### src/hw/cfe_pkg.sv
// Package for the CAN fault confinement and emergency field block.
// Assumes one 10 MHz clock domain; shared by the block and its bench.
package cfe_pkg;
   // Local error codes placed in the fourth data byte
   localparam logic [7:0] CODE_ISL_FATAL = 8'h01;
   localparam logic [7:0] CODE_ISL_EXCEPT = 8'h02;
   localparam logic [7:0] CODE_ISL_PASSIVE = 8'h03;
   localparam logic [7:0] CODE_ISL_EMCY = 8'h05;
   localparam logic [7:0] CODE_CFG_OUTPUTS = 8'h06;
   localparam logic [7:0] CODE_GUARD = 8'h82;
   localparam logic [7:0] CODE_SHORT_PDO = 8'h83;
   localparam logic [7:0] BYTE_ZERO = 8'h00;
   // Emergency error code announcing recovery
   localparam logic [15:0] EMCY_RECOVERY = 16'h0000;
   // Error counter steps and thresholds
   localparam logic [8:0] REC_STEP = 9'h001;
   localparam logic [8:0] TEC_STEP = 9'h008;
   localparam logic [8:0] PASSIVE_LIMIT = 9'h07f;
   localparam logic [8:0] BUSOFF_LIMIT = 9'h0ff;
   localparam logic [8:0] CNT_RESET = 9'h000;
   // Bit stuffing run length
   localparam logic [2:0] STUFF_RUN = 3'h5;
   // Register offsets of the plain register port
   localparam logic [3:0] REG_CTRL = 4'h0;
   localparam logic [3:0] REG_STATUS = 4'h1;
   localparam logic [3:0] REG_COUNTERS = 4'h2;
   localparam logic [3:0] REG_ISL_STATE = 4'h3;
   localparam logic [3:0] REG_GLOBAL = 4'h4;
   localparam logic [3:0] REG_EMCY_LO = 4'h5;
   localparam logic [3:0] REG_EMCY_HI = 4'h6;
   localparam logic [31:0] CTRL_RESET = 32'h0000_0000;

   // Fault confinement states
   typedef enum logic [1:0] {
      ERR_ACTIVE,
      ERR_PASSIVE,
      BUS_OFF
   } cfe_conf_t;

   // Emergency event requests, one bit each
   typedef struct packed {
      logic islFatal;
      logic islExcept;
      logic islPassive;
      logic islEmcy;
      logic cfgOutputs;
      logic guardFail;
      logic shortPdo;
      logic recovered;
   } cfe_event_t;

   // Error detection events from the bit engine
   typedef struct packed {
      logic bitErr;
      logic stuffErr;
      logic formErr;
      logic ackErr;
      logic crcErr;
      logic isTx;
      logic okRx;
      logic okTx;
   } cfe_bus_ev_t;

   // Eight-byte emergency message
   typedef struct packed {
      logic [15:0] errCode;
      logic [7:0] errReg;
      logic [7:0] localCode;
      logic [7:0] par1;
      logic [7:0] par2;
      logic [7:0] par3;
      logic [7:0] par4;
   } cfe_emcy_t;
endpackage : cfe_pkg

### src/hw/cfe_fault_confine.sv
// CAN error detection, fault confinement and emergency field builder.
// Assumes sampled bus bits arrive on the clk domain with a bit strobe from
// the bit timing logic, and frame position flags from the protocol engine.
`timescale 1ns/1ps
`default_nettype none

// Overview of operation
// - Emergency bytes four to eight hold local code and four parameters.
// - Fatal island failure: code 01, island state and global bits lo/hi.
// - Island state exception: code 02, same parameter layout.
// - Island bus error passive: code 03, state and global bits.
// - Island module emergency: code 05, node id then three zeros.
// - Configuration software owns outputs: code 06, zero parameters.
// - Guarding or heartbeat failure: code 82, zero parameters.
// - Too short process data object: code 83, zero parameters.
// - Transmitter compares driven and read arbitration bits; bit error.
// - Stuff opposite bit after five equal bits; receivers drop it.
// - Six equal bits in stuffed region raise a stuff error.
// - Wrong fixed-format field value raises a form error.
// - Correct receiver drives dominant in acknowledge slot.
// - Transmitter reading recessive acknowledge raises acknowledge error.
// - Fifteen-bit CRC appended; receivers recompute and flag mismatch.
// - First detector sends active or passive error flag; frame dropped.
// - Receive error counter adds one per receive error.
// - Transmit error counter adds eight per transmit error.
// - Error-free traffic decrements the matching counter.
// - Counter above 127 enters error passive; passive flags only.
// - Passive node returns to active when counters fall back.
// - Transmit counter above 255 enters bus-off until intervention.
// - Emergency message is exactly eight data bytes.
// - Clearing error sends emergency with error code 0000.
module cfe_fault_confine #(
   parameter int ADDR_W = 4
) (
   input wire logic clk,
   input wire logic rst_n,
   // Bit level view of the bus
   input wire logic bitStrobe,
   input wire logic rxBit,
   input wire logic txBit,
   input wire logic txActive,
   input wire logic inArb,
   input wire logic inStuffed,
   input wire logic ackSlot,
   input wire logic fixedField,
   input wire logic fixedExpect,
   input wire logic crcStart,
   input wire logic crcShift,
   input wire logic crcCheck,
   input wire logic [14:0] crcRx,
   input wire logic frameOkRx,
   input wire logic frameOkTx,
   // Emergency sources
   input wire cfe_pkg::cfe_event_t evIn,
   input wire logic [7:0] islNodeId,
   input wire logic emcyAck,
   // Register port
   input wire logic [ADDR_W-1:0] regAddr,
   input wire logic [31:0] regWdata,
   input wire logic regWr,
   input wire logic regRd,
   output logic [31:0] regRdata,
   // Bus side outputs
   output logic stuffReq,
   output logic ackDrive,
   output logic errFlagReq,
   output logic errFlagPassive,
   output logic busOff,
   output logic [14:0] crcOut,
   output logic frameDiscard,
   output logic emcyValid,
   output cfe_pkg::cfe_emcy_t emcyMsg
);

   // Stuff and CRC state
   logic lastBit_q, lastBit_d;
   logic [2:0] runLen_q, runLen_d;
   logic [14:0] crc_q, crc_d;
   logic stuffReq_q, stuffReq_d;
   logic ackDrive_q, ackDrive_d;
   cfe_pkg::cfe_bus_ev_t busEv_q, busEv_d;
   // Confinement state
   logic [8:0] rec_q, rec_d;
   logic [8:0] tec_q, tec_d;
   cfe_pkg::cfe_conf_t conf_q, conf_d;
   logic errFlag_q, errFlag_d;
   logic discard_q, discard_d;
   logic errPassive_q, errPassive_d;
   logic busOff_q, busOff_d;
   // Emergency state
   cfe_pkg::cfe_emcy_t emcy_q, emcy_d;
   logic emcyValid_q, emcyValid_d;
   cfe_pkg::cfe_event_t pend_q, pend_d;
   // Registers
   logic [31:0] ctrl_q, ctrl_d;
   logic [15:0] islState_q, islState_d;
   logic [15:0] global_q, global_d;
   logic [31:0] rdata_q, rdata_d;
   logic rxErr, txErr;

   // CRC-15 step over one unstuffed bit
   function automatic logic [14:0] crcStep(input logic [14:0] c,
                                           input logic b);
      logic fb;
      fb = b ^ c[14];
      crcStep = {c[13:0], 1'b0} ^ (fb ? 15'h4599 : 15'h0000);
   endfunction : crcStep

   // Counter decrement held at zero
   function automatic logic [8:0] decSat(input logic [8:0] v);
      decSat = (v == cfe_pkg::CNT_RESET) ? v : v - 9'h001;
   endfunction : decSat

   // Bit monitoring, stuffing, form, acknowledge and CRC checks
   always_comb begin
      lastBit_d = lastBit_q;
      runLen_d = runLen_q;
      crc_d = crc_q;
      stuffReq_d = 1'b0;
      ackDrive_d = 1'b0;
      busEv_d = '0;
      busEv_d.isTx = txActive;
      busEv_d.okRx = frameOkRx;
      busEv_d.okTx = frameOkTx;
      if (crcStart) begin
         crc_d = 15'h0000;
         runLen_d = 3'h0;
      end else if (bitStrobe && conf_q != cfe_pkg::BUS_OFF) begin
         if (txActive && inArb && txBit != rxBit) begin
            busEv_d.bitErr = 1'b1;
         end
         if (inStuffed) begin
            if (rxBit == lastBit_q && runLen_q == cfe_pkg::STUFF_RUN) begin
               busEv_d.stuffErr = 1'b1;
            end else if (runLen_q == cfe_pkg::STUFF_RUN) begin
               runLen_d = 3'h1; // Stuff bit removed, not fed to CRC
            end else begin
               runLen_d = (rxBit == lastBit_q) ? runLen_q + 3'h1 : 3'h1;
               if (crcShift) begin
                  crc_d = crcStep(crc_q, rxBit);
               end
               if (runLen_d == cfe_pkg::STUFF_RUN && txActive) begin
                  stuffReq_d = 1'b1;
               end
            end
         end
         if (fixedField && rxBit != fixedExpect) begin
            busEv_d.formErr = 1'b1;
         end
         if (ackSlot && txActive && rxBit) begin
            busEv_d.ackErr = 1'b1;
         end
         if (crcCheck && !txActive && crc_q != crcRx) begin
            busEv_d.crcErr = 1'b1;
         end
         lastBit_d = rxBit;
      end
      if (ackSlot && !txActive && crcCheck && crc_q == crcRx
          && conf_q != cfe_pkg::BUS_OFF) begin
         ackDrive_d = 1'b1;
      end
   end

   always_ff @(posedge clk) begin
      if (!rst_n) begin
         lastBit_q <= 1'b1;
         runLen_q <= 3'h0;
         crc_q <= 15'h0000;
         stuffReq_q <= 1'b0;
         ackDrive_q <= 1'b0;
         busEv_q <= '0;
      end else begin
         lastBit_q <= lastBit_d;
         runLen_q <= runLen_d;
         crc_q <= crc_d;
         stuffReq_q <= stuffReq_d;
         ackDrive_q <= ackDrive_d;
         busEv_q <= busEv_d;
      end
   end

   // Classify detected errors by direction
   assign rxErr = !busEv_q.isTx && (busEv_q.stuffErr || busEv_q.formErr
                  || busEv_q.crcErr || busEv_q.bitErr);
   assign txErr = busEv_q.isTx && (busEv_q.stuffErr || busEv_q.formErr
                  || busEv_q.ackErr || busEv_q.bitErr);

   // Error counters and confinement state
   always_comb begin
      rec_d = rec_q;
      tec_d = tec_q;
      conf_d = conf_q;
      errFlag_d = 1'b0;
      discard_d = 1'b0;
      if (conf_q == cfe_pkg::BUS_OFF) begin
         if (ctrl_q[0]) begin // Software recovery from bus-off
            rec_d = cfe_pkg::CNT_RESET;
            tec_d = cfe_pkg::CNT_RESET;
            conf_d = cfe_pkg::ERR_ACTIVE;
         end
      end else begin
         if (rxErr) begin
            rec_d = (rec_q == 9'h1ff) ? rec_q
                    : rec_q + cfe_pkg::REC_STEP;
         end else if (busEv_q.okRx) begin
            rec_d = decSat(rec_q);
         end
         if (txErr) begin
            tec_d = tec_q + cfe_pkg::TEC_STEP;
            if (tec_q > 9'h1f7) begin
               tec_d = 9'h1ff;
            end
         end else if (busEv_q.okTx) begin
            tec_d = decSat(tec_q);
         end
         if (rxErr || txErr) begin
            errFlag_d = 1'b1;
            discard_d = 1'b1;
         end
         if (tec_d > cfe_pkg::BUSOFF_LIMIT) begin
            conf_d = cfe_pkg::BUS_OFF;
         end else if (rec_d > cfe_pkg::PASSIVE_LIMIT
                      || tec_d > cfe_pkg::PASSIVE_LIMIT) begin
            conf_d = cfe_pkg::ERR_PASSIVE;
         end else begin
            conf_d = cfe_pkg::ERR_ACTIVE;
         end
      end
      // Flag kind follows the state in which the error was detected
      errPassive_d = errFlag_d && (conf_q == cfe_pkg::ERR_PASSIVE);
      busOff_d = (conf_d == cfe_pkg::BUS_OFF);
   end

   always_ff @(posedge clk) begin
      if (!rst_n) begin
         rec_q <= cfe_pkg::CNT_RESET;
         tec_q <= cfe_pkg::CNT_RESET;
         conf_q <= cfe_pkg::ERR_ACTIVE;
         errFlag_q <= 1'b0;
         discard_q <= 1'b0;
         errPassive_q <= 1'b0;
         busOff_q <= 1'b0;
      end else begin
         rec_q <= rec_d;
         tec_q <= tec_d;
         conf_q <= conf_d;
         errFlag_q <= errFlag_d;
         discard_q <= discard_d;
         errPassive_q <= errPassive_d;
         busOff_q <= busOff_d;
      end
   end

   // Emergency message builder; pending events latch until sent
   always_comb begin
      cfe_pkg::cfe_event_t pn;
      pn = pend_q | evIn;
      emcy_d = emcy_q;
      emcyValid_d = emcyValid_q;
      if (emcyValid_q && emcyAck) begin
         emcyValid_d = 1'b0;
      end
      if (!emcyValid_q || emcyAck) begin
         emcy_d = '0; // Eight bytes, zero parameters by default
         emcy_d.errCode = 16'hff00;
         emcy_d.errReg = 8'h81;
         if (pn.islFatal) begin
            emcy_d.localCode = cfe_pkg::CODE_ISL_FATAL;
            pn.islFatal = 1'b0;
         end else if (pn.islExcept) begin
            emcy_d.localCode = cfe_pkg::CODE_ISL_EXCEPT;
            pn.islExcept = 1'b0;
         end else if (pn.islPassive) begin
            emcy_d.localCode = cfe_pkg::CODE_ISL_PASSIVE;
            pn.islPassive = 1'b0;
         end else if (pn.islEmcy) begin
            emcy_d.localCode = cfe_pkg::CODE_ISL_EMCY;
            emcy_d.par1 = islNodeId;
            pn.islEmcy = 1'b0;
         end else if (pn.cfgOutputs) begin
            emcy_d.localCode = cfe_pkg::CODE_CFG_OUTPUTS;
            pn.cfgOutputs = 1'b0;
         end else if (pn.guardFail) begin
            emcy_d.localCode = cfe_pkg::CODE_GUARD;
            emcy_d.errReg = 8'h11;
            pn.guardFail = 1'b0;
         end else if (pn.shortPdo) begin
            emcy_d.localCode = cfe_pkg::CODE_SHORT_PDO;
            pn.shortPdo = 1'b0;
         end else if (pn.recovered) begin
            emcy_d.errCode = cfe_pkg::EMCY_RECOVERY;
            emcy_d.errReg = cfe_pkg::BYTE_ZERO;
            emcy_d.localCode = cfe_pkg::BYTE_ZERO;
            pn.recovered = 1'b0;
         end
         if (emcy_d.localCode == cfe_pkg::CODE_ISL_FATAL
             || emcy_d.localCode == cfe_pkg::CODE_ISL_EXCEPT
             || emcy_d.localCode == cfe_pkg::CODE_ISL_PASSIVE) begin
            emcy_d.par1 = islState_q[7:0];
            emcy_d.par2 = islState_q[15:8];
            emcy_d.par3 = global_q[7:0];
            emcy_d.par4 = global_q[15:8];
         end
         emcyValid_d = (pn != (pend_q | evIn));
         if (!emcyValid_d) begin
            emcy_d = emcy_q;
         end
      end
      pend_d = pn;
   end

   always_ff @(posedge clk) begin
      if (!rst_n) begin
         emcy_q <= '0;
         emcyValid_q <= 1'b0;
         pend_q <= '0;
      end else begin
         emcy_q <= emcy_d;
         emcyValid_q <= emcyValid_d;
         pend_q <= pend_d;
      end
   end

   // Register port: writes and one-cycle-late reads
   always_comb begin
      ctrl_d = ctrl_q;
      ctrl_d[0] = 1'b0; // Bus-off restart is a self-clearing pulse
      islState_d = islState_q;
      global_d = global_q;
      rdata_d = 32'h0000_0000;
      if (regWr) begin
         unique case (regAddr)
            cfe_pkg::REG_CTRL: ctrl_d = regWdata;
            cfe_pkg::REG_ISL_STATE: islState_d = regWdata[15:0];
            cfe_pkg::REG_GLOBAL: global_d = regWdata[15:0];
            default: ;
         endcase
      end
      if (regRd) begin
         unique case (regAddr)
            cfe_pkg::REG_CTRL: rdata_d = ctrl_q;
            cfe_pkg::REG_STATUS: rdata_d = {29'h0, emcyValid_q,
                                            conf_q};
            cfe_pkg::REG_COUNTERS: rdata_d = {7'h0, tec_q, 7'h0, rec_q};
            cfe_pkg::REG_ISL_STATE: rdata_d = {16'h0, islState_q};
            cfe_pkg::REG_GLOBAL: rdata_d = {16'h0, global_q};
            cfe_pkg::REG_EMCY_LO: rdata_d = emcy_q[63:32];
            cfe_pkg::REG_EMCY_HI: rdata_d = emcy_q[31:0];
            default: rdata_d = 32'h0000_0000;
         endcase
      end
   end

   always_ff @(posedge clk) begin
      if (!rst_n) begin
         ctrl_q <= cfe_pkg::CTRL_RESET;
         islState_q <= 16'h0000;
         global_q <= 16'h0000;
         rdata_q <= 32'h0000_0000;
      end else begin
         ctrl_q <= ctrl_d;
         islState_q <= islState_d;
         global_q <= global_d;
         rdata_q <= rdata_d;
      end
   end

   // Outputs straight from flip-flops
   assign regRdata = rdata_q;
   assign stuffReq = stuffReq_q;
   assign ackDrive = ackDrive_q;
   assign errFlagReq = errFlag_q;
   assign errFlagPassive = errPassive_q;
   assign busOff = busOff_q;
   assign crcOut = crc_q;
   assign frameDiscard = discard_q;
   assign emcyValid = emcyValid_q;
   assign emcyMsg = emcy_q;

endmodule : cfe_fault_confine
`default_nettype wire

### config.mk
export PLATFORM = sky130hd
export DESIGN_NAME = cfe_fault_confine
export DESIGN_NICKNAME = d
export VERILOG_FILES = /design/src/hw/cfe_pkg.sv /design/src/hw/cfe_fault_confine.sv
export SDC_FILE = /design/constraint.sdc
export NUM_CORES = 1
export LEC_CHECK = 0
export ABC_AREA = 1
export BUFFER_PORTS_ARGS = -buffer_cell sky130_fd_sc_hd__buf_2
export CORE_UTILIZATION = 58
export DETAILED_ROUTE_END_ITERATION = 7
export GPL_ROUTABILITY_DRIVEN = 0
export MAX_ROUTING_LAYER = met4
export PLACE_DENSITY = 0.85
export SLEW_MARGIN = 20
export SYNTH_ARGS = -nofsm -noshare
export SYNTH_HDL_FRONTEND = slang
export SYNTH_SLANG_ARGS = --single-unit
### constraint.sdc
create_clock -name clk -period 4.1 [get_ports clk]
set_input_delay 0.82 -clock clk [delete_from_list [all_inputs] [get_ports clk]]
set_output_delay 0.82 -clock clk [all_outputs]
set_load 0.02 [all_outputs]
==> out/metrics.yaml <==
run_status:
  status: "complete, no violations"
critical_path:
  cp-start-kind: "input port"
  end_kind: "flip-flop"
  arrival_ns: 2.79
  cp_max_fo: 27
  worst-r2r-cell-count: 10
  required_ns: 4.40
  crit_type: "in2reg"
drt:
  routedWlPerCell_um: 15.8
  antenna_left: 0
  wl_um: 24100
  drc: 0
  firstDrtPassIters: 5
  vias: 8706
  viasPerCell: 5.71
  drt_iter0_markers: 861
grt:
  grt_overflow: 0
  grt_pass1_vias: 7920
  grt_pass1_wl_um: 38300
  grt_start_max_net_pins: 64
  grt_use_total: 0.313
  grt_antenna_before_repair: 0
synthesis:
  netlist_top_cells_count: "dfxtp_1 (196), nand2_1 (167), a21oi_1 (136)"
  yosysMostFrequentCell: "dfxtp_1"
  synth_area_per_cell_um2: 7.59
  yosysSeqAreaShare: 0.439
  netlist.area_leader.share: 0.439
  ys.flop_type: "dfxtp_1"
  syn_inst: 1178
  synth.largest_area_cell: "dfxtp_1"
  ys_types: 56
  synth_area_leaders: "dfxtp_1 (44%), a21oi_1 (7.6%), nand2_1 (7.0%)"
  synth_area_um2: 8940
  ys_seq_elements: 196
  yosysWarnings: 0
  synth_edf_count: 0
  async_flop_share: 0
timing:
  report.final.slew_viol_count: 0
  finClkSkew_ns: 0.0119
  finalCriticalPeriod_ns: 2.49
  hold-worst-slack_ns: 0.429
  finalHoldViolations: 0
  timing.final.ws_setup_ns: 1.61
  fin_crit_sh: 0.608
  tightest_slew_ns: 1.06
  rsz0062_at_grt: "false"
  finalSetupTns_ns: 0
  finalSetupViolations: 0
  max_freq_ghz: 0.401
  slew_headroom: 0.292
clock_tree:
  post_cts_resize_count: 0
  clkTransAtPathRegs_ns: 0.07
  cts_buffer_depth: 2
  worstSkewPairLatency_ns: 0.44
  cts_setup_buffers: 0
  cts_sinks: 196
  cts_buffers: 17
  cts_tree: "yes"
  ctsHoldBuffers: 0
  htreeDepth: 4
  cts-root-buf: "clkbuf_16"
layout:
  drive_gt1_frac: 0.206
  final_cells: 1525
  final_nets: 1420
  nFillCells: 1258
  diodes: 0
  fin_util: 0.682
  area_delta_synth_final_pct: 15.6
floorplan:
  dieArea_um2: 15900
  fp.dieH_um: 126
  core-area_um2: 15100
  rows: 45
  die_w_um: 126
  initial_core_util: 0.590
  io_pins: 204
place:
  place_inst: 1493
  place_ws_ns: 1.30
  portBuffers: 186
  dp_hpwl_um: 16800
power_and_ir_drop:
  vdd_drop_max_v: 0.000399
  power_density_nw_per_um2: 465
  total_leakage_power_nw: 4.51
hold_path:
  holdPathStages: 1
  hold_path.class: "reg2reg"
job:
  maxCapViolCount: 0
## where the power goes
part / internal, W / switching [W] / total, W
clock: 0.000924 / 0.000747 / 0.00167
sequential: 0.00201 / 0.000131 / 0.00214
combinational: 0.000331 / 0.000662 / 0.000993
total: 0.00327 / 0.00154 / 0.00481
## registers in the layout, summed over array words and instances, names as in the netlist, 8 cells and up
signal / flops
global_q: 16
islState_q: 16
regRdata: 32
rec_q: 9
emcyMsg: 39
busEv_q: 8
tec_q: 9
ctrl_q: 32
crcOut: 15
pend_q: 8
## cell type report
| class | count | area (um2) | area share |
|---|---|---|---|
| well taps | 188 | 235 | 0.0228 |
| clock inverters | 13 | 148 | 0.0143 |
| repair buffers | 193 | 983 | 0.0951 |
| inverters | 148 | 557 | 0.0539 |
| clock buffers | 19 | 443 | 0.0429 |
| flip-flops and latches | 196 | 3920 | 0.380 |
| multi-input cells | 768 | 4050 | 0.391 |
## worst max-delay path: stages
cell and delay, ns:
buf_2 0.12, nor2_2 0.24, nand3_1 0.12, buf_4 0.21, inv_1 0.28, nand2_1 0.54
o21ai_0 0.38, a21oi_1 0.07
## through the flow
stage	power (W)	cell area [um2]
5_1_grt	0.00505	10300
4_1_cts	0.00480	10300
2_1_floorplan	0.00290	9000
3_5_place_dp	0.00315	9740
6_report	0.00481	10300
3_3_place_gp	0.00312	9740
## metal layers
metal  routed length, um  vias up  global-route usage  share of wire
met5                   0        -                   -              0
met4                 897        0               0.153          0.037
met3                2090       67              0.0540          0.087
met2               10900      445               0.485           0.45
met1               10200     4033               0.395           0.42
li1                    -     4161                   -              -
## cells in the final DEF (no fill, tap or decap), types with 8 or more instances in the layout
| cell | count |
|---|---|
| ha_1 | 10 |
| nand4_1 | 8 |
| nand2_1 | 166 |
| o22ai_1 | 25 |
| nand3_1 | 48 |
| inv_1 | 135 |
| xnor2_1 | 13 |
| buf_2 | 186 |
| a21oi_1 | 136 |
| nor2_2 | 13 |
| nor2_1 | 98 |
| a221oi_1 | 8 |
| conb_1 | 17 |
| nor3_1 | 12 |
| inv_2 | 11 |
| clkbuf_16 | 17 |
| o21ai_0 | 95 |
| o21ai_1 | 31 |
| xor2_1 | 13 |
| o211ai_1 | 14 |
| o221ai_1 | 10 |
| dfxtp_1 | 196 |
## cell families (layout without fill, tap and decap cells)
kind of cell | after synthesis | after routing | share of synthesized area
AO/OA/AOI/OAI | 342 | 342 | 0.216
XOR/XNOR | 28 | 28 | 0.0304
adder cells (fa/ha/maj) | 10 | 10 | 0.0140
buffers and inverters | 230 | 373 | 0.116
flip-flops | 196 | 196 | 0.439
other | 1 | 17 | 0.000419
AND/OR/NAND/NOR | 371 | 371 | 0.184
## worst paths after layout
kind / startpoint / end / slack [ns]
max: regAddr[3] / islState_q[3] / 1.61
min: conf_q[1] / errFlagPassive / 0.43
max reg2reg: tec_q[3] / conf_q[0] / 2.20
min reg2reg: conf_q[1] / errFlagPassive / 0.43
No activity file was read; power rests on OpenSTA's default activity.
